### config.mk
export PLATFORM = sky130hd
export DESIGN_NAME = urt_rx_timeout_dma
export DESIGN_NICKNAME = d
export VERILOG_FILES = /design/src/verilog/urt_pkg.sv /design/src/verilog/urt_fifo_mem.sv /design/src/verilog/urt_rx_timeout_dma.sv
export SDC_FILE = /design/constraint.sdc
export NUM_CORES = 1
export LEC_CHECK = 0
export BUFFER_PORTS_ARGS = -buffer_cell sky130_fd_sc_hd__buf_2
export CAP_MARGIN = 30
export CORE_MARGIN = 2
export CORE_UTILIZATION = 37
export DETAILED_ROUTE_END_ITERATION = 10
export GPL_ROUTABILITY_DRIVEN = 0
export PLACE_DENSITY = 0.63
export SLEW_MARGIN = 20
export SYNTH_ARGS = -nofsm -noshare
export SYNTH_HDL_FRONTEND = slang
export SYNTH_SLANG_ARGS = --single-unit
### constraint.sdc
create_clock -name clk_i -period 4.21 [get_ports clk_i]
set_clock_uncertainty 0.2 [all_clocks]
set_input_delay 1.263 -clock clk_i [delete_from_list [all_inputs] [get_ports clk_i]]
set_output_delay 1.263 -clock clk_i [all_outputs]
set_load 0.1 [all_outputs]
### src/verilog/urt_pkg.sv
/*
 * Constants, register map and carrier types of the receive-timeout and
 * FIFO DMA trigger block. Assumes a 40 MHz clock and one register master.
 */
// Functional notes
// Timeout counter reloads from high/low registers.
// Feature register two bit 6 selects periodic.
// Ident register read clears pending timeout.
// Original mode: pending data retriggers timeout.
// Periodic mode: every expiry raises timeout again.
// DMA receive use needs periodic mode.
// DMA trigger levels only powers of two; the code accepts any level and treats zero as one.
// Holding/modem/line status reads leave timeout alone.
package urt_pkg;
    localparam int          DATA_W  = 16;
    localparam int          ADDR_W  = 4;
    localparam int          PTR_W   = 5;
    localparam int          CNT_W   = 6;
    localparam int          BYTE_W  = 8;
    localparam logic [5:0]  FIFO_DEPTH = 6'h20;

    // Register indices on the plain port
    localparam logic [3:0]  A_RX_HOLDING  = 4'h0;
    localparam logic [3:0]  A_IRQ_IDENT   = 4'h1;
    localparam logic [3:0]  A_TRIG_LEVEL  = 4'h2;
    localparam logic [3:0]  A_FEATURE_TWO = 4'h3;
    localparam logic [3:0]  A_TO_LOW      = 4'h4;
    localparam logic [3:0]  A_TO_HIGH     = 4'h5;
    localparam logic [3:0]  A_LINE_STAT   = 4'h6;
    localparam logic [3:0]  A_MODEM_STAT  = 4'h7;
    localparam logic [3:0]  A_IRQ_STAT    = 4'h8;
    localparam logic [3:0]  A_IRQ_MASK    = 4'h9;

    // Field positions
    localparam int          PERIODIC_BIT = 6;
    localparam int          IIR_NONE_BIT = 0;
    localparam int          IIR_TO_BIT   = 1;
    localparam int          LSR_DR_BIT   = 0;
    localparam int          LSR_OE_BIT   = 1;
    localparam int          TLR_RX_LSB   = 8;
    localparam int          ST_TIMEOUT   = 0;
    localparam int          ST_RX_TRIG   = 1;
    localparam int          ST_TX_TRIG   = 2;
    localparam int          ST_OVERRUN   = 3;
    localparam int          N_EVENTS     = 4;

    // Reset values and limits
    localparam logic [7:0]  TO_RESET     = 8'h00;
    localparam logic [15:0] TLR_RESET    = 16'h0101;
    localparam logic [15:0] MASK_RESET   = 16'h0000;
    localparam logic [5:0]  LEVEL_MIN    = 6'h01;
    localparam logic [15:0] TO_LAST      = 16'h0001;

    // Timeout counts in microsecond units
    localparam int          CLK_PERIOD_NS = 25;
    localparam int          TO_UNIT_NS    = 1000;
    localparam logic [5:0]  TICK_CYC      = 6'(TO_UNIT_NS / CLK_PERIOD_NS);

    typedef struct packed {
        logic                wr;
        logic                rd;
        logic [ADDR_W-1:0]   addr;
        logic [DATA_W-1:0]   wdata;
    } urt_bus_req_t;
endpackage : urt_pkg

### src/verilog/urt_fifo_mem.sv
/*
 * Receive FIFO storage, 32 bytes, one write and one registered read port.
 * Assumes the caller presents the read address of the next cycle.
 */
`timescale 1ns/1ps
module urt_fifo_mem (
    // Clock
    input  wire logic                          clk_i,
    // Write port
    input  wire logic                          we_i,
    input  wire logic [urt_pkg::PTR_W-1:0]     waddr_i,
    input  wire logic [urt_pkg::BYTE_W-1:0]    wdata_i,
    // Read port
    input  wire logic [urt_pkg::PTR_W-1:0]     raddr_i,
    output logic      [urt_pkg::BYTE_W-1:0]    rdata_o
);
    import urt_pkg::*;

    logic [BYTE_W-1:0] mem_q [int'(FIFO_DEPTH)];

    always_ff @(posedge clk_i) begin
        if (we_i) begin
            mem_q[waddr_i] <= wdata_i;
        end
    end

    // Bypass so a byte written now is readable next cycle
    always_ff @(posedge clk_i) begin
        if (we_i && (waddr_i == raddr_i)) begin
            rdata_o <= wdata_i;
        end else begin
            rdata_o <= mem_q[raddr_i];
        end
    end
endmodule : urt_fifo_mem

### src/verilog/urt_rx_timeout_dma.sv
/*
 * Receive timeout, interrupt and FIFO DMA trigger logic of a serial port.
 * Assumes a byte receiver and a transmit FIFO on the same clock.
 */
`timescale 1ns/1ps
module urt_rx_timeout_dma (
    // Clock and reset
    input  wire logic                         clk_i,
    input  wire logic                         rst_b_i,
    // Register port
    input  wire urt_pkg::urt_bus_req_t        bus_i,
    output logic      [urt_pkg::DATA_W-1:0]   rdata_o,
    // Receiver and pins
    input  wire logic                         rx_valid_i,
    input  wire logic [urt_pkg::BYTE_W-1:0]   rx_data_i,
    input  wire logic                         cts_b_i,
    input  wire logic [urt_pkg::CNT_W-1:0]    tx_fill_i,
    // Requests
    output logic                              rx_dma_req_o,
    output logic                              tx_dma_req_o,
    output logic                              irq_o
);
    import urt_pkg::*;

    logic [PTR_W-1:0]     wr_ptr_q, rd_ptr_q, rd_ptr_d;
    logic [CNT_W-1:0]     count_q, tick_cnt_q;
    logic [BYTE_W-1:0]    mem_rdata, to_low_q, to_high_q;
    logic [DATA_W-1:0]    tlr_q, feat_q, mask_q, rdata_d;
    logic [DATA_W-1:0]    cnt_q;
    logic [N_EVENTS-1:0]  stat_q, ev;
    logic                 tick_q, to_pend_q, oe_q, cts_s1_q, cts_s2_q;
    logic                 rx_trig_q, tx_trig_q;
    logic                 empty, full, push, pop, periodic, active, expire;
    logic                 rd_iir, rd_stat, rd_lsr, cfg_wr, rx_trig, tx_trig;
    logic [DATA_W-1:0]    reload;
    logic [CNT_W-1:0]     rx_lvl, tx_lvl;

    assign empty    = (count_q == '0);
    assign full     = (count_q == FIFO_DEPTH);
    assign push     = rx_valid_i && !full;
    assign pop      = bus_i.rd && (bus_i.addr == A_RX_HOLDING) && !empty;
    assign rd_iir   = bus_i.rd && (bus_i.addr == A_IRQ_IDENT);
    assign rd_stat  = bus_i.rd && (bus_i.addr == A_IRQ_STAT);
    assign rd_lsr   = bus_i.rd && (bus_i.addr == A_LINE_STAT);
    assign rd_ptr_d = pop ? rd_ptr_q + 1'b1 : rd_ptr_q;
    assign reload   = {to_high_q, to_low_q};
    assign periodic = feat_q[PERIODIC_BIT];
    // Original mode runs only while bytes wait in the FIFO
    assign active   = periodic || !empty;
    assign expire   = tick_q && active && (reload != '0) && (cnt_q <= TO_LAST);
    assign cfg_wr   = bus_i.wr && ((bus_i.addr == A_TO_LOW) || (bus_i.addr == A_TO_HIGH)
                      || (bus_i.addr == A_FEATURE_TWO));
    // Zero level would always fire; treat as one
    assign rx_lvl   = (tlr_q[TLR_RX_LSB +: CNT_W] == '0) ? LEVEL_MIN
                      : tlr_q[TLR_RX_LSB +: CNT_W];
    assign tx_lvl   = (tlr_q[CNT_W-1:0] == '0) ? LEVEL_MIN : tlr_q[CNT_W-1:0];
    assign rx_trig  = (count_q >= rx_lvl);
    assign tx_trig  = ((FIFO_DEPTH - tx_fill_i) >= tx_lvl);

    urt_fifo_mem u_mem (
        .clk_i   (clk_i),
        .we_i    (push),
        .waddr_i (wr_ptr_q),
        .wdata_i (rx_data_i),
        .raddr_i (rd_ptr_d),
        .rdata_o (mem_rdata)
    );

    // Receive FIFO pointers and fill level
    always_ff @(posedge clk_i) begin
        if (!rst_b_i) begin
            wr_ptr_q <= '0;
            rd_ptr_q <= '0;
            count_q  <= '0;
        end else begin
            rd_ptr_q <= rd_ptr_d;
            if (push) begin
                wr_ptr_q <= wr_ptr_q + 1'b1;
            end
            if (push && !pop) begin
                count_q <= count_q + 1'b1;
            end else if (pop && !push) begin
                count_q <= count_q - 1'b1;
            end
        end
    end

    // Software registers
    always_ff @(posedge clk_i) begin
        if (!rst_b_i) begin
            to_low_q  <= TO_RESET;
            to_high_q <= TO_RESET;
            feat_q    <= '0;
            tlr_q     <= TLR_RESET;
            mask_q    <= MASK_RESET;
        end else if (bus_i.wr) begin
            case (bus_i.addr)
                A_TO_LOW:      to_low_q  <= bus_i.wdata[BYTE_W-1:0];
                A_TO_HIGH:     to_high_q <= bus_i.wdata[BYTE_W-1:0];
                A_FEATURE_TWO: feat_q    <= bus_i.wdata;
                A_TRIG_LEVEL:  tlr_q     <= bus_i.wdata;
                A_IRQ_MASK:    mask_q    <= bus_i.wdata;
                default:       ;
            endcase
        end
    end

    // Microsecond tick for the timeout counter
    always_ff @(posedge clk_i) begin
        if (!rst_b_i) begin
            tick_cnt_q <= '0;
            tick_q     <= 1'b0;
        end else begin
            tick_q <= (tick_cnt_q == TICK_CYC - 1'b1);
            if (tick_cnt_q == TICK_CYC - 1'b1) begin
                tick_cnt_q <= '0;
            end else begin
                tick_cnt_q <= tick_cnt_q + 1'b1;
            end
        end
    end

    // Timeout counter; data traffic restarts it only in original mode
    always_ff @(posedge clk_i) begin
        if (!rst_b_i) begin
            cnt_q <= '0;
        end else if (cfg_wr || expire) begin
            cnt_q <= reload;
        end else if (!periodic && (push || pop)) begin
            cnt_q <= reload;
        end else if (tick_q && active && (cnt_q != '0)) begin
            cnt_q <= cnt_q - 1'b1;
        end
    end

    // Pending timeout: expiry sets, ident read clears, set wins.
    // Other register reads deliberately play no part here.
    always_ff @(posedge clk_i) begin
        if (!rst_b_i) begin
            to_pend_q <= 1'b0;
        end else if (expire) begin
            to_pend_q <= 1'b1;
        end else if (rd_iir) begin
            to_pend_q <= 1'b0;
        end
    end

    // Sync of the modem pin; resets to its idle high level
    // No logic ahead of stage one; stage one feeds stage two only
    always_ff @(posedge clk_i) begin
        if (!rst_b_i) begin
            cts_s1_q <= 1'b1;
            cts_s2_q <= 1'b1;
        end else begin
            cts_s1_q <= cts_b_i;
            cts_s2_q <= cts_s1_q;
        end
    end

    // Overrun flag, cleared by a line status read
    always_ff @(posedge clk_i) begin
        if (!rst_b_i) begin
            oe_q <= 1'b0;
        end else if (rx_valid_i && full) begin
            oe_q <= 1'b1;
        end else if (rd_lsr) begin
            oe_q <= 1'b0;
        end
    end

    // DMA requests are levels; edges feed the sticky status
    always_ff @(posedge clk_i) begin
        if (!rst_b_i) begin
            rx_trig_q <= 1'b0;
            tx_trig_q <= 1'b0;
        end else begin
            rx_trig_q <= rx_trig;
            tx_trig_q <= tx_trig;
        end
    end

    always_comb begin
        ev             = '0;
        ev[ST_TIMEOUT] = expire;
        ev[ST_RX_TRIG] = rx_trig && !rx_trig_q;
        ev[ST_TX_TRIG] = tx_trig && !tx_trig_q;
        ev[ST_OVERRUN] = rx_valid_i && full;
    end

    // Sticky status, read clears, new event wins
    always_ff @(posedge clk_i) begin
        if (!rst_b_i) begin
            stat_q <= '0;
        end else begin
            stat_q <= (rd_stat ? '0 : stat_q) | ev;
        end
    end

    always_ff @(posedge clk_i) begin
        if (!rst_b_i) begin
            irq_o        <= 1'b0;
            rx_dma_req_o <= 1'b0;
            tx_dma_req_o <= 1'b0;
        end else begin
            irq_o        <= |(stat_q & mask_q[N_EVENTS-1:0]);
            rx_dma_req_o <= rx_trig;
            tx_dma_req_o <= tx_trig;
        end
    end

    // Read data; unmapped addresses read zero
    always_comb begin
        rdata_d = '0;
        case (bus_i.addr)
            A_RX_HOLDING:  rdata_d[BYTE_W-1:0] = empty ? '0 : mem_rdata;
            A_IRQ_IDENT: begin
                rdata_d[IIR_NONE_BIT] = !to_pend_q;
                rdata_d[IIR_TO_BIT]   = to_pend_q;
            end
            A_TRIG_LEVEL:  rdata_d = tlr_q;
            A_FEATURE_TWO: rdata_d = feat_q;
            A_TO_LOW:      rdata_d[BYTE_W-1:0] = to_low_q;
            A_TO_HIGH:     rdata_d[BYTE_W-1:0] = to_high_q;
            A_LINE_STAT: begin
                rdata_d[LSR_DR_BIT] = !empty;
                rdata_d[LSR_OE_BIT] = oe_q;
            end
            A_MODEM_STAT:  rdata_d[0] = !cts_s2_q;
            A_IRQ_STAT:    rdata_d[N_EVENTS-1:0] = stat_q;
            A_IRQ_MASK:    rdata_d = mask_q;
            default:       rdata_d = '0;
        endcase
    end

    always_ff @(posedge clk_i) begin
        if (!rst_b_i) begin
            rdata_o <= '0;
        end else if (bus_i.rd) begin
            rdata_o <= rdata_d;
        end else begin
            rdata_o <= '0;
        end
    end

    property p_expire_sets;
        @(posedge clk_i) disable iff (!rst_b_i)
        expire |=> to_pend_q && stat_q[ST_TIMEOUT];
    endproperty
    a_expire_sets: assert property (p_expire_sets) else $error("expiry lost");

    property p_iir_clear;
        @(posedge clk_i) disable iff (!rst_b_i)
        (rd_iir && !expire) |=> !to_pend_q;
    endproperty
    a_iir_clear: assert property (p_iir_clear) else $error("ident read kept timeout");

    property p_other_reads;
        @(posedge clk_i) disable iff (!rst_b_i)
        (bus_i.rd && !expire && ((bus_i.addr == A_RX_HOLDING) || (bus_i.addr == A_LINE_STAT)
            || (bus_i.addr == A_MODEM_STAT))) |=> (to_pend_q == $past(to_pend_q));
    endproperty
    a_other_reads: assert property (p_other_reads) else $error("read changed timeout");

    property p_orig_idle;
        @(posedge clk_i) disable iff (!rst_b_i)
        (!periodic && empty && !cfg_wr && !push) |=> $stable(cnt_q);
    endproperty
    a_orig_idle: assert property (p_orig_idle) else $error("idle expiry");

    property p_orig_restart;
        @(posedge clk_i) disable iff (!rst_b_i)
        (!periodic && push && !cfg_wr) |=> (cnt_q == reload);
    endproperty
    a_orig_restart: assert property (p_orig_restart) else $error("no restart");

    property p_periodic_rearm;
        @(posedge clk_i) disable iff (!rst_b_i)
        (expire && periodic) |=> (cnt_q == $past(reload)) ##1 !expire;
    endproperty
    a_periodic_rearm: assert property (p_periodic_rearm) else $error("no rearm");

    property p_rx_dma;
        @(posedge clk_i) disable iff (!rst_b_i)
        ((count_q != '0) && (count_q >= tlr_q[TLR_RX_LSB +: CNT_W])) |=> rx_dma_req_o;
    endproperty
    a_rx_dma: assert property (p_rx_dma) else $error("rx request missing");

    property p_irq_level;
        @(posedge clk_i) disable iff (!rst_b_i)
        (expire && mask_q[ST_TIMEOUT] && !(bus_i.wr && (bus_i.addr == A_IRQ_MASK)))
            |=> ##1 irq_o;
    endproperty
    a_irq_level: assert property (p_irq_level) else $error("irq missing");

    property p_pop_count;
        @(posedge clk_i) disable iff (!rst_b_i)
        (pop && !push) |=> (count_q == $past(count_q) - 1'b1);
    endproperty
    a_pop_count: assert property (p_pop_count) else $error("pop miscount");

    c_periodic: cover property (@(posedge clk_i) disable iff (!rst_b_i) expire && periodic);
    c_original: cover property (@(posedge clk_i) disable iff (!rst_b_i) expire && !periodic);
    c_clear:    cover property (@(posedge clk_i) disable iff (!rst_b_i) rd_iir && to_pend_q);
    c_rx_dma:   cover property (@(posedge clk_i) disable iff (!rst_b_i) rx_trig && !rx_trig_q);
endmodule : urt_rx_timeout_dma

## Word level (Yosys, flattened, before mapping)

Memories as Yosys holds them, arrays and structs flattened. A register that Yosys moved wholly into a read port is not among the register bits.
Index checks and enable logic that the tools add are counted.

- Flip-flop bits (word level): 130
- Memory bits (writable): 256
- Bits of input ports: 40
- Output and inout bits: 19
- Bits in read-only memories: 0
- Word-level logic and storage cells: 115
- Memories kept: 1
- Latch bits: 0

Memories:

| name | words | width | rd ports | clocked after memory_dff | wr ports | line | RTL |
|---|---|---|---|---|---|---|---|
| u_mem.mem_q | 32 | 8 | 1 | 1 | 1 | urt_fifo_mem.sv:19 | `logic [BYTE_W-1:0] mem_q [int'(FIFO_DEPTH)];` |

- Equal/unequal tests: 11
- Divide/modulo/power cells: 0
- Magnitude comparators: 3
- Multipliers: 0
- Multiplexer cells: 21
- Add/subtract/negate cells: 7
- Shift-type cells: 0
- Reductions and logical operators: 49
- Bitwise logic cells: 3

Operators by type and width:

| operator | count |
|---|---|
| 16-bit 2-to-1 mux | 3 |
| 16-bit nonzero test | 2 |
| 6-bit 2-to-1 mux | 4 |
| 4-bit one-hot mux with 6 select lines | 1 |
| 8-bit one-hot mux with 3 select lines | 1 |
| 6-bit logical NOT | 3 |
| 1-bit logical AND | 17 |
| 4-bit by 3-bit equality test with 1-bit output (second input constant) | 4 |
| 16-bit by 1-bit less-or-equal comparator with 1-bit output (second input constant) | 1 |
| 16-bit by 1-bit subtractor with 16-bit output (second input constant) | 1 |
| 2-bit one-hot mux with 7 select lines | 1 |
| 6-bit by 1-bit adder with 6-bit output (second input constant) | 2 |
| 6-bit equality test (second input constant) | 2 |
| 6-bit >= comparator | 2 |
| 2-bit AND reduction | 6 |
| 5-bit by 1-bit adder with 5-bit output (second input constant) | 2 |
| 1-bit one-hot mux with 10 select lines | 1 |
| 1-bit logical NOT | 9 |
| 1-bit one-hot mux with 9 select lines | 1 |
| 4-bit by 2-bit equality test with 1-bit output (second input constant) | 2 |
| 4-bit equality test (second input constant) | 2 |
| 8-bit 2-to-1 mux | 1 |
| 1-bit 2-to-1 mux | 6 |
| 2-bit nonzero test | 3 |
| 13 further kinds | 17 |

## Depth between registers and ports, before layout

Gate-level depths: netlist of the first run.

- Depth in word-level cells: 8
- Depth in mapped cells: 15
- Gate-level depth less buffers: 13

## By module

From an unflattened synthesis of the first run, not the netlist that was laid out.

- Cell total of the unflattened synthesis: 1,154
- Area, all modules: 16,175.5 sq um

By module, submodules not included:

| module | area an instance (sq um) | cells each | sequential area each (sq um) | instances |
|---|---|---|---|---|
| urt_fifo_mem | 9,993.3 | 414 | 7,787.5 | 1 |
| urt_rx_timeout_dma | 6,182.2 | 740 | 2,602.5 | 1 |

## Least setup slack after synthesis of the first run

No wires, ideal clock.

- Kind: input to register
- Start: input port bus_i[18] (netlist bit)
- End: register count_q[5]
- Required time: 3.938 ns
- Buffers on the path: 1
- Library setup time: 0.072 ns
- Stages: 13
- Path slack: 0.084 ns
- Data arrival time: 3.854 ns
- Path through: nor2_1 -> o311a_1 -> buf_2 -> and2_1 -> inv_1 -> ha_1 -> inv_1 -> ha_1 -> a21o_1 -> a21oi_1 -> o21bai_1 -> o311ai_0 -> mux2i_1

- Cells in the longest elaborated chain, start to end: 6
- Elaborated cells between the ends (all ways): 8
- Classes of those cells: 1 x mux; 7 x reduce/logical

RTL lines:

| item | line | RTL |
|---|---|---|
| from (decl) | urt_rx_timeout_dma.sv:11 | `input wire urt_pkg::urt_bus_req_t bus_i,` |
| 4-bit logical NOT (*) | urt_rx_timeout_dma.sv:41 | `assign pop = bus_i.rd && (bus_i.addr == A_RX_HOLDING) && !empty;` |
| 1-bit logical AND (*) (2 in series) | urt_rx_timeout_dma.sv:41 |  |
| 1-bit logical NOT | urt_rx_timeout_dma.sv:80 | `if (push && !pop) begin` |
| 1-bit logical AND | urt_rx_timeout_dma.sv:80 |  |
| 6-bit 2-to-1 mux or 2-bit nonzero test (tied branches) | -- |  |
| to (signal assigned) | urt_rx_timeout_dma.sv:81 | `count_q <= count_q + 1'b1;` |
| to (signal assigned) | urt_rx_timeout_dma.sv:83 | `count_q <= count_q - 1'b1;` |
| to (decl) | urt_rx_timeout_dma.sv:26 | `logic [CNT_W-1:0] count_q, tick_cnt_q;` |

Every way passes the cells marked *; elsewhere a longest branch is shown, timed or not.
A chain may end at the register's enable or synchronous reset.

## Worst setup path after layout of the first run

- Start: register count_q[1]
- End: register count_q[5]

- Cells in the longest elaborated chain, start to end: 6
- Elaborated cells between the ends (all ways): 15
- Classes of those cells: 2 x add/sub; 1 x eq/ne; 2 x mux; 10 x reduce/logical

RTL lines:

| item |
|---|
| parallel branches: the longest is 6 deep, another holds 6-bit by 1-bit subtractor with 6-bit output |

Several ways; the timed one is not identified. The select of a mux whose other input is x is not followed.

==> impl_table.tex, run 1 <==
\begin{tabular}{lr}
\hline
Metric & Value \\
\hline
\multicolumn{2}{l}{\textbf{Run status}} \\
Status & finished clean \\
\multicolumn{2}{l}{\textbf{Yosys}} \\
Total nets after synthesis & 1326 \\
Count of warnings emitted by yosys & 0 \\
Sequential share of the synthesized area & 63.3\% \\
Syn\_area\_per\_cell & 13.0 um2 \\
Most instantiated flip-flop cell in the synthesis netlist & sky130\_fd\_sc\_hd\_\_edfxtp\_1 \\
Synthesis-stage register bit count & 391 \\
Number of distinct standard cells referenced by the synthesized netlist & 76 \\
Netlist Area Pre-Place & 0.0164 mm2 \\
Count of flip-flops with a built-in enable after synthesis & 256 \\
Asr flop ratio synth & 0\% \\
Synthesized instance count & 1257 \\
\multicolumn{2}{l}{\textbf{Timing}} \\
Period minus WS final & 3640 ps \\
Setup Viol. Count Final & 0 \\
Max transition margin & 34.9\% \\
Setup repair after global routing missed its margin & no \\
Endpoints failing hold & 0 \\
Slew at the pin closest to its max-slew limit & 975 ps \\
Final period utilization & 86.4\% \\
Highest clock frequency the design can meet & 275 MHz \\
Count of pins over their slew limit & 0 \\
Setup TNS & 0 ps \\
\multicolumn{2}{l}{\textbf{Floorplan}} \\
Starting density of the core & 37.3\% \\
I/O pin total & 59 \\
Die Outline Area & 0.0460 mm2 \\
Vertical die dimension & 215 um \\
Std cell rows & 77 \\
Width of the die & 215 um \\
Area inside the core boundary & 0.0440 mm2 \\
\multicolumn{2}{l}{\textbf{Route}} \\
Antenna-violating nets left & 0 \\
Detailed-routing iteration count for the pre-antenna-repair pass & 7 \\
Wire length per cell & 20.9 um \\
Number of vias per cell after detailed routing & 5.51 \\
DRC Markers & 0 \\
Sum of met3 wire segment lengths after detailed routing & 3010 um \\
Total Wirelength & 41100 um \\
Detail Route met2 WL & 18500 um \\
Uppermost routed layer & met4 \\
Wire length on met1 & 18500 um \\
Via Count & 10800 \\
DRC violation total after the first TritonRoute iteration & 1201 \\
\multicolumn{2}{l}{\textbf{Worst setup path}} \\
Type of destination of the critical path & flip-flop \\
Classification of the worst setup path & flip-flop to flip-flop \\
Type of origin of the critical path & flip-flop \\
Maximum fanout count along the critical path & 5 \\
CP required & 4480 ps \\
Worst path arrival time & 3910 ps \\
\multicolumn{2}{l}{\textbf{Hold path}} \\
Worst Hold Class & flip-flop to flip-flop \\
\multicolumn{2}{l}{\textbf{GRT}} \\
Initial antenna violation count & 0 \\
Sum of overflow across all layers after global routing & 0 \\
Overall routing resource usage & 17.7\% \\
First-pass GRT wire length & 63500 um \\
Vias in the first global route & 10500 \\
Pin count of the biggest net entering global routing & 36 \\
\multicolumn{2}{l}{\textbf{Pwr}} \\
Cell-internal power & 6490 uW \\
Total net switching power & 2170 uW \\
Clock network power share & 39.5\% \\
VDD IR max & 263 uV \\
Power density cells & 461 mW/mm2 \\
Sw frac & 25.1\% \\
Sequential power share & 49.4\% \\
Lkg Pwr & 0.00619 uW \\
Power share of the combinational group & 11.1\% \\
\multicolumn{2}{l}{\textbf{Clocking}} \\
Post-cts resize count & 0 \\
\# H-tree levels & 2 \\
Clock latency on the worst-skew pair & 560 ps \\
Clock sinks & 391 \\
CTS Hold Buffers Added & 0 \\
Cell chosen for the clock root & sky130\_fd\_sc\_hd\_\_clkbuf\_16 \\
CTS tree & done \\
Setup repair bufs after CTS & 0 \\
Cts bufs inserted & 40 \\
Clock slew at the register clock pins of the worst setup and hold paths & 60 ps \\
Clock tree buffer depth & 3 \\
\multicolumn{2}{l}{\textbf{Final layout}} \\
Antenna Cells & 0 \\
Share of final-layout standard cells stronger than drive strength 1 & 17.6\% \\
Post-layout net count & 1414 \\
Core Util, Final & 42.7\% \\
Area overhead of the layout relative to synthesis & 14.6\% \\
\# fillers & 4047 \\
\multicolumn{2}{l}{\textbf{Flow run}} \\
\# Max-Cap Violations & 0 \\
\multicolumn{2}{l}{\textbf{Placed design}} \\
Port bufs & 58 \\
Post-detailed-placement half-perimeter wirelength & 27100 um \\
\hline
\end{tabular}
## flip-flops by register name, indices dropped and copies added (netlist names), 4 cells and up, named ones only
signal	count
mask_q	16
count_q	6
feat_q	16
rd_ptr_q	5
tick_cnt_q	6
cnt_q	16
wr_ptr_q	5
u_mem.mem_q	256
to_low_q	8
to_high_q	8
rdata_o	16
tlr_q	16
stat_q	4
## final timing paths
path               from    endpoint  slack, ps  cells after the start
max          count_q[1]  count_q[5]        570                     12
min            cts_s1_q    cts_s2_q        220                      1
max reg2reg  count_q[1]  count_q[5]        570                     12
min reg2reg    cts_s1_q    cts_s2_q        220                      1
## power by group through the flow
stage | registers (uW) | logic [uW] | clock network [uW]
finish | 4280 | 962 | 3420
floorplan | 4360 | 646 | 0
global placement | 4360 | 932 | 0
global route | 4290 | 1060 | 3620
CTS | 4280 | 960 | 3470
detailed placement | 4360 | 953 | 0
## through the flow
step / area (um2) / setup WS, ps / hold WS, ps / std cells / total power [uW]
after floorplan: 16400 / 84.3 / 186 / 1257 / 5010
after global placement: 17600 / 269 / 209 / 1895 / 5290
after detailed placement: 17600 / 212 / 201 / 1895 / 5310
after CTS: 18800 / 560 / 222 / 1967 / 8710
after global routing: 18800 / 325 / 242 / 1967 / 8960
final: 18800 / 574 / 217 / 1967 / 8660
## layer usage
metal	GRT usage, %	up-vias
met5	0	-
met4	5.30	0
met3	3.19	81
met2	27.5	446
met1	25.3	5378
li1	-	4930
## final cells by class
class                   instances  area (um2)  area share, %
flip-flops and latches        391       10400           55.3
multi-input cells             771        5600           29.8
clock buffers                  53        1070           5.69
well taps                     592         741           3.94
repair buffers                115         731           3.89
clock inverters                19         165          0.879
inverters                      26        97.6          0.519
## synthesized netlist by cell type, drive strengths merged, types with 4 or more instances
master	number	area share (%)
inv	25	0.57
a21oi	94	2.9
a222oi	10	0.61
and2	19	0.72
o21ai	30	0.94
a22oi	12	0.55
nor4	8	0.40
clkbuf	46	1.1
nor2	98	2.3
nor3	17	0.59
edfxtp	256	47
xnor2	14	0.75
a221o	7	0.43
nand3	28	0.85
dfxtp	135	16
o211ai	11	0.50
a32oi	5	0.27
ha	28	2.1
xor2	9	0.48
a31oi	6	0.23
or3	7	0.27
nand2b	12	0.46
a211oi	8	0.37
mux2i	47	2.9
nand4	6	0.23
buf	23	0.86
or4	4	0.25
o21a	4	0.18
mux4	52	7.1
and3	7	0.27
nor2b	12	0.46
a221oi	14	0.75
nand2	151	3.5
nand3b	4	0.18
or2	4	0.15
## kinds of logic (layout without fill, tap and decap cells)
| logic type | after synthesis | after routing | synth area share, % |
|---|---|---|---|
| compound gates | 235 | 235 | 9.62 |
| flops | 391 | 391 | 63.3 |
| fa+ha+maj | 29 | 29 | 2.26 |
| simple gates | 384 | 384 | 11.0 |
| xor+xnor | 23 | 23 | 1.23 |
| buf+inv | 95 | 213 | 2.51 |
| mux | 100 | 100 | 10.1 |
## critical path: stages, from the launching register on
cell,delay [ps]
sky130_fd_sc_hd__dfxtp_1,360
sky130_fd_sc_hd__or4_4,630
sky130_fd_sc_hd__o311a_1,330
sky130_fd_sc_hd__and2_1,200
sky130_fd_sc_hd__inv_1,120
sky130_fd_sc_hd__ha_1,210
sky130_fd_sc_hd__inv_1,70
sky130_fd_sc_hd__buf_4,150
sky130_fd_sc_hd__ha_1,320
sky130_fd_sc_hd__a21oi_1,220
sky130_fd_sc_hd__o21bai_1,110
sky130_fd_sc_hd__o311ai_0,410
sky130_fd_sc_hd__mux2i_1,220
## layout by cell type (no fill, tap or decap), types with 14 or more instances in the layout
master                      count
sky130_fd_sc_hd__dfxtp_1      133
sky130_fd_sc_hd__buf_4         56
sky130_fd_sc_hd__mux4_2        52
sky130_fd_sc_hd__a21oi_1       94
sky130_fd_sc_hd__clkbuf_16     40
sky130_fd_sc_hd__nand3_1       28
sky130_fd_sc_hd__xnor2_1       14
sky130_fd_sc_hd__o21ai_0       29
sky130_fd_sc_hd__nand2_1      151
sky130_fd_sc_hd__edfxtp_1     256
sky130_fd_sc_hd__mux2i_1       47
sky130_fd_sc_hd__nor2_1        97
sky130_fd_sc_hd__ha_1          28
sky130_fd_sc_hd__a221oi_1      14
sky130_fd_sc_hd__and2_1        18
sky130_fd_sc_hd__nor3_1        16
sky130_fd_sc_hd__buf_2         58
sky130_fd_sc_hd__inv_1         24
Power figures use the tool's default switching activity.
==> run 2, diff against run 1 <==
--- a/config.mk
+++ b/config.mk
@@ -12,6 +12,7 @@
 export DETAILED_ROUTE_END_ITERATION = 10
 export GPL_ROUTABILITY_DRIVEN = 0
 export PLACE_DENSITY = 0.63
+export RECOVER_POWER = 50
 export SLEW_MARGIN = 20
 export SYNTH_ARGS = -nofsm -noshare
 export SYNTH_HDL_FRONTEND = slang
==> run 2 against run 1 <==
Effect of this change:
- die area unchanged
- sequential share of layout area increased by 0.19 points
- non-clock buffer count unchanged
- critical path depth unchanged
- via count decreased by 0.30%
- worst hold slack about the same
- maximum frequency decreased by 3.4%
- power decreased by 0.23%
- critical path type unchanged
- register-to-register slack got worse by 130 ps
- the run now ends with max-capacitance violations, max-slew violations left
==> impl_table.tex, run 2 (synthesis results as in run 1) <==
\begin{tabular}{lr}
\hline
Metric & Value \\
\hline
\multicolumn{2}{l}{\textbf{Run status}} \\
Status & complete, but fails checks \\
Violations in the final reports & max-capacitance violations, max-slew violations \\
\multicolumn{2}{l}{\textbf{Clocking}} \\
Clock latency on the worst-skew pair & 560 ps \\
CTS Hold Buffers Added & 0 \\
Cell chosen for the clock root & sky130\_fd\_sc\_hd\_\_clkbuf\_16 \\
Clock tree buffer depth & 3 \\
Cts bufs inserted & 40 \\
Clock slew at the register clock pins of the worst setup and hold paths & 60 ps \\
\# H-tree levels & 2 \\
CTS tree & done \\
Clock sinks & 391 \\
Setup repair bufs after CTS & 0 \\
Post-cts resize count & 0 \\
\multicolumn{2}{l}{\textbf{Floorplan}} \\
Starting density of the core & 37.3\% \\
I/O pin total & 59 \\
Area inside the core boundary & 0.0440 mm2 \\
Width of the die & 215 um \\
Std cell rows & 77 \\
Vertical die dimension & 215 um \\
Die Outline Area & 0.0460 mm2 \\
\multicolumn{2}{l}{\textbf{Worst setup path}} \\
Maximum fanout count along the critical path & 5 \\
Type of origin of the critical path & flip-flop \\
Capturing point of the worst reg2reg path & count\_q[5] \\
Classification of the worst setup path & flip-flop to flip-flop \\
Type of destination of the critical path & flip-flop \\
Slowest Stage Delay on Critical Path & 720 ps \\
Worst-case reg-to-reg path depth & 12 \\
Worst path arrival time & 4040 ps \\
Library cell contributing the largest single delay on the critical path & sky130\_fd\_sc\_hd\_\_or4\_1 \\
Slack of the worst reg-to-reg path & 450 ps \\
Cells along the critical path & or4\_1 > o311a\_1 > and2\_1 > inv\_1 > ha\_1 > inv\_1 > buf\_4 > ha\_1 > a21oi\_1 > o21bai\_1 > o311ai\_0 > mux2i\_1 \\
CP required & 4480 ps \\
Startpoint of the worst-slack reg-to-reg timing path & count\_q[1] \\
\multicolumn{2}{l}{\textbf{Hold path}} \\
Number of cells on the worst hold path & 1 \\
Worst Hold Class & flip-flop to flip-flop \\
Worst hold path startpoint & cts\_s1\_q \\
Worst hold path endpoint & cts\_s2\_q \\
\multicolumn{2}{l}{\textbf{Final layout}} \\
Flip-flop count of the largest register after layout & 256 \\
Antenna Cells & 0 \\
Post-route cell area & 0.0187 mm2 \\
Core Util, Final & 42.6\% \\
Share of final-layout standard cells stronger than drive strength 1 & 15.8\% \\
Area overhead of the layout relative to synthesis & 14.2\% \\
Most frequent cells in the layout & 256 x sky130\_fd\_sc\_hd\_\_edfxtp\_1, 151 x sky130\_fd\_sc\_hd\_\_nand2\_1, 133 x sky130\_fd\_sc\_hd\_\_dfxtp\_1 \\
Register with the most flip-flops & u\_mem.mem\_q \\
Leading cell type in the layout, fill and taps excluded & sky130\_fd\_sc\_hd\_\_edfxtp\_1 \\
Post-layout net count & 1414 \\
\multicolumn{2}{l}{\textbf{Route}} \\
Number of vias per cell after detailed routing & 5.49 \\
Total Wirelength & 41100 um \\
DRC Markers & 0 \\
DRC violation total after the first TritonRoute iteration & 1186 \\
Detailed-routing iteration count for the pre-antenna-repair pass & 6 \\
Via Count & 10800 \\
Antenna-violating nets left & 0 \\
Wire length per cell & 20.9 um \\
\multicolumn{2}{l}{\textbf{Timing}} \\
Final period utilization & 89.4\% \\
Max transition margin & -7.49\% \\
Setup TNS & 0 ps \\
Endpoints failing hold & 0 \\
Setup Viol. Count Final & 0 \\
Period minus WS final & 3760 ps \\
Slew at the pin closest to its max-slew limit & 1610 ps \\
Count of pins over their slew limit & 99 \\
Highest clock frequency the design can meet & 266 MHz \\
Setup repair after global routing missed its margin & no \\
\multicolumn{2}{l}{\textbf{GRT}} \\
Sum of overflow across all layers after global routing & 0 \\
Pin count of the biggest net entering global routing & 36 \\
Overall routing resource usage & 17.7\% \\
Vias in the first global route & 10500 \\
Initial antenna violation count & 0 \\
First-pass GRT wire length & 63500 um \\
\multicolumn{2}{l}{\textbf{Pwr}} \\
Power density cells & 461 mW/mm2 \\
VDD IR max & 261 uV \\
Lkg Pwr & 0.00611 uW \\
\multicolumn{2}{l}{\textbf{Flow run}} \\
\# Max-Cap Violations & 3 \\
\multicolumn{2}{l}{\textbf{Placed design}} \\
Cell Area, Placed & 0.0176 mm2 \\
Post-detailed-placement half-perimeter wirelength & 27100 um \\
Port bufs & 58 \\
\hline
\end{tabular}
run 2: changes by cell type in the layout (fill, tap and decap cells not counted):
cell / previous run / this run
sky130_fd_sc_hd__inv_1: 24 / 25
sky130_fd_sc_hd__inv_2: 1 / 0
sky130_fd_sc_hd__and2_1: 18 / 14
sky130_fd_sc_hd__clkbuf_1: 11 / 33
sky130_fd_sc_hd__buf_4: 56 / 43
sky130_fd_sc_hd__or4_4: 3 / 2
sky130_fd_sc_hd__and2_0: 1 / 5
sky130_fd_sc_hd__or4_1: 1 / 2
sky130_fd_sc_hd__mux2_1: 0 / 1
sky130_fd_sc_hd__buf_2: 58 / 49
sky130_fd_sc_hd__mux2_2: 1 / 0
run 2: metrics by stage:
step	total power (uW)	instances	hold slack [ps]	worst slack [ps]
after floorplan	5010	1257	186	84.3
after global placement	5290	1895	209	269
after detailed placement	5310	1895	201	212
after CTS	8710	1967	222	560
after global routing	8950	1967	242	191
final	8640	1967	217	447
run 2: power by group:
part,internal (uW),switching [uW],leakage (uW),total (uW)
combinational,371,578,0.00211,949
sequential,4180,97.0,0.00340,4280
clock,1920,1490,0.000606,3410
run 2: layer usage:
metal	vias up	wire (um)	global-route usage (%)
li1	4929	-	-
met1	5339	18300	25.3
met2	461	18700	27.5
met3	73	3170	3.19
met4	0	1020	5.30
met5	-	0	0
run 2: worst max-delay path, delay by kind of cell, from the launching register on:
| kind | cells | cell delay, ps |
|---|---|---|
| multiplexers | 1 | 220 |
| AO/OA/AOI/OAI | 4 | 1110 |
| adder cells (fa/ha/maj) | 2 | 530 |
| buffers and inverters | 3 | 350 |
| AND/OR/NAND/NOR | 2 | 920 |
| flip-flops | 1 | 360 |
run 2: cell type report:
class | instances | area (um2)
Fill cell | 4065 | 25300
Clock inverter | 19 | 165
Timing Repair Buffer | 115 | 671
Multi-Input combinational cell | 771 | 5600
Sequential cell | 391 | 10400
Clock buffer | 53 | 1070
Tap cell | 592 | 741
Inverter | 26 | 97.6
run 2: worst max path at each step:
| stage | start | to | slack [ps] | depth (start not counted) |
|---|---|---|---|---|
| final | count_q[1] | count_q[5] | 450 | 12 |
| after global routing | count_q[1] | count_q[5] | 190 | 12 |
| after CTS | count_q[1] | count_q[5] | 560 | 12 |
| after detailed placement | bus_i[17] | count_q[5] | 210 | 13 |
| after global placement | bus_i[17] | count_q[5] | 270 | 13 |
| after floorplan | bus_i[18] | count_q[5] | 80 | 13 |
==> run 3, diff against run 2 <==
--- a/config.mk
+++ b/config.mk
@@ -7,11 +7,13 @@
 export LEC_CHECK = 0
 export BUFFER_PORTS_ARGS = -buffer_cell sky130_fd_sc_hd__buf_2
 export CAP_MARGIN = 30
+export CELL_PAD_IN_SITES_DETAIL_PLACEMENT = 0
+export CELL_PAD_IN_SITES_GLOBAL_PLACEMENT = 1
 export CORE_MARGIN = 2
 export CORE_UTILIZATION = 37
 export DETAILED_ROUTE_END_ITERATION = 10
 export GPL_ROUTABILITY_DRIVEN = 0
-export PLACE_DENSITY = 0.63
+export PLACE_DENSITY = 0.72
 export RECOVER_POWER = 50
 export SLEW_MARGIN = 20
 export SYNTH_ARGS = -nofsm -noshare
==> run 3 against run 2 <==
Effect of this change:
- the run still ends with max-capacitance violations, max-slew violations left
- first-iteration DRC count decreased by 11%
- count of clock-buffer cells in the layout is 1 lower
- sequential power is essentially flat
- via count decreased by 0.60%
- setup slack better by 31 ps
- power increased by 3.5%
- routed wire length increased by 0.11%
- utilization rose by 0.43 points
- critical path type is now input port to flip-flop
- largest cell class unchanged
==> impl_table.tex, run 3 (synthesis results as in run 1) <==
\begin{tabular}{lr}
\hline
Metric & Value \\
\hline
\multicolumn{2}{l}{\textbf{Run status}} \\
Status & complete, but fails checks \\
Violations in the final reports & max-capacitance violations, max-slew violations \\
\multicolumn{2}{l}{\textbf{Route}} \\
Total Wirelength & 41200 um \\
DRC violation total after the first TritonRoute iteration & 1051 \\
DRC Markers & 0 \\
Detailed-routing iteration count for the pre-antenna-repair pass & 8 \\
Number of vias per cell after detailed routing & 5.43 \\
Via Count & 10700 \\
Antenna-violating nets left & 0 \\
Wire length per cell & 20.8 um \\
\multicolumn{2}{l}{\textbf{Clocking}} \\
Clock slew at the register clock pins of the worst setup and hold paths & 60 ps \\
\# H-tree levels & 2 \\
Clock sinks & 391 \\
Cell chosen for the clock root & sky130\_fd\_sc\_hd\_\_clkbuf\_16 \\
Setup repair bufs after CTS & 0 \\
CTS Hold Buffers Added & 0 \\
Post-cts resize count & 0 \\
CTS tree & done \\
Cts bufs inserted & 41 \\
Clock tree buffer depth & 3 \\
Clock latency on the worst-skew pair & 580 ps \\
\multicolumn{2}{l}{\textbf{Hold path}} \\
Number of cells on the worst hold path & 1 \\
Worst hold path startpoint & cts\_s1\_q \\
Worst hold path endpoint & cts\_s2\_q \\
Worst Hold Class & flip-flop to flip-flop \\
\multicolumn{2}{l}{\textbf{Timing}} \\
Setup TNS & 0 ps \\
Max transition margin & -9.65\% \\
Endpoints failing hold & 0 \\
Slew at the pin closest to its max-slew limit & 1640 ps \\
Final period utilization & 88.6\% \\
Period minus WS final & 3730 ps \\
Setup Viol. Count Final & 0 \\
Highest clock frequency the design can meet & 268 MHz \\
Count of pins over their slew limit & 164 \\
Setup repair after global routing missed its margin & no \\
\multicolumn{2}{l}{\textbf{Worst setup path}} \\
Cells along the critical path & clkbuf\_1 > inv\_1 > buf\_2 > a211oi\_1 \\
Type of origin of the critical path & input port \\
Maximum fanout count along the critical path & 60 \\
Worst-case reg-to-reg path depth & 12 \\
Type of destination of the critical path & flip-flop \\
Startpoint of the worst-slack reg-to-reg timing path & count\_q[1] \\
Buffers \& Inverters on Critical Path & 3 \\
Slack of the worst reg-to-reg path & 500 ps \\
Crit-path leading delay family & buffers and inverters \\
Capturing point of the worst reg2reg path & count\_q[5] \\
Worst path arrival time & 3990 ps \\
CP required & 4470 ps \\
Startpoint of the worst setup timing path & rst\_b\_i \\
Library cell contributing the largest single delay on the critical path & sky130\_fd\_sc\_hd\_\_clkbuf\_1 \\
Slowest Stage Delay on Critical Path & 900 ps \\
Classification of the worst setup path & input port to flip-flop \\
\multicolumn{2}{l}{\textbf{Floorplan}} \\
I/O pin total & 59 \\
Area inside the core boundary & 0.0440 mm2 \\
Starting density of the core & 37.3\% \\
Die Outline Area & 0.0460 mm2 \\
Std cell rows & 77 \\
Vertical die dimension & 215 um \\
Width of the die & 215 um \\
\multicolumn{2}{l}{\textbf{Final layout}} \\
Area overhead of the layout relative to synthesis & 15.4\% \\
Register with the most flip-flops & u\_mem.mem\_q \\
Most frequent cells in the layout & 256 x sky130\_fd\_sc\_hd\_\_edfxtp\_1, 151 x sky130\_fd\_sc\_hd\_\_nand2\_1, 133 x sky130\_fd\_sc\_hd\_\_dfxtp\_1 \\
Total area of multi-input combinational cells & 0.00560 mm2 \\
Flip-flop count of the largest register after layout & 256 \\
Antenna Cells & 0 \\
Share of final-layout standard cells stronger than drive strength 1 & 17.0\% \\
Post-route cell area & 0.0189 mm2 \\
Leading cell type in the layout, fill and taps excluded & sky130\_fd\_sc\_hd\_\_edfxtp\_1 \\
Flip-flop and latch area & 0.0104 mm2 \\
Post-layout net count & 1421 \\
\# fillers & 4112 \\
\multicolumn{2}{l}{\textbf{GRT}} \\
First-pass GRT wire length & 64100 um \\
Pin count of the biggest net entering global routing & 61 \\
Sum of overflow across all layers after global routing & 0 \\
Vias in the first global route & 10700 \\
Initial antenna violation count & 0 \\
Overall routing resource usage & 18.1\% \\
\multicolumn{2}{l}{\textbf{Placed design}} \\
Port bufs & 58 \\
Post-detailed-placement half-perimeter wirelength & 27300 um \\
Cell Area, Placed & 0.0176 mm2 \\
\multicolumn{2}{l}{\textbf{Flow run}} \\
\# Max-Cap Violations & 6 \\
\multicolumn{2}{l}{\textbf{Pwr}} \\
VDD IR max & 305 uV \\
Lkg Pwr & 0.00622 uW \\
Power density cells & 472 mW/mm2 \\
\hline
\end{tabular}
-- run 3: cell count changes in the layout (fill, tap and decap cells not counted), sizes merged --
| cell | change |
|---|---|
| clkbuf | -4 |
| inv | -1 |
| clkinv | +1 |
| clkinvlp | +2 |
| buf | +9 |
| bufinv | +3 |
-- run 3: area by class of cell --
cell class	instances	area share (%)
clock buffers	52	5.86
clock inverters	24	1.44
inverters	26	0.516
multi-input cells	771	29.6
flip-flops and latches	391	54.9
well taps	592	3.91
repair buffers	121	3.76
-- run 3: metrics by stage --
step / setup slack, ps / std cells / util [%] / hold slack [ps] / total power, uW
floorplan: 84.3 / 1257 / - / 186 / 5010
detailed placement: 117 / 1901 / 40.0 / 217 / 5330
global placement: 116 / 1901 / 40.0 / 214 / 5310
CTS: 568 / 1977 / 43.1 / 242 / 9030
finish: 478 / 1977 / 43.0 / 237 / 8940
global route: 278 / 1977 / 43.0 / 265 / 9290
-- run 3: where the power goes --
group | leakage, uW | internal [uW] | switching [uW] | total (uW)
registers | 0.00340 | 4180 | 104 | 4290
clock network | 0.000674 | 2190 | 1510 | 3700
logic | 0.00214 | 374 | 578 | 952
total | 0.00622 | 6750 | 2190 | 8940
-- run 3: metal layers --
metal	vias to the layer above	GRT usage, %	share of wire, %
li1	4946	-	-
met1	5383	24.8	45
met2	355	28.6	46
met3	53	4.47	6.9
met4	0	5.14	2.2
met5	-	0	0
-- run 3: how the worst max path moves through the flow --
| stage | cells past startpoint | slack [ps] | end |
|---|---|---|---|
| after global placement | 13 | 120 | count_q[5] |
| after CTS | 12 | 570 | count_q[5] |
| final | 4 | 480 | count_q[2] |
| after detailed placement | 13 | 120 | count_q[5] |
| after global routing | 4 | 280 | count_q[2] |
| after floorplan | 13 | 80 | count_q[5] |
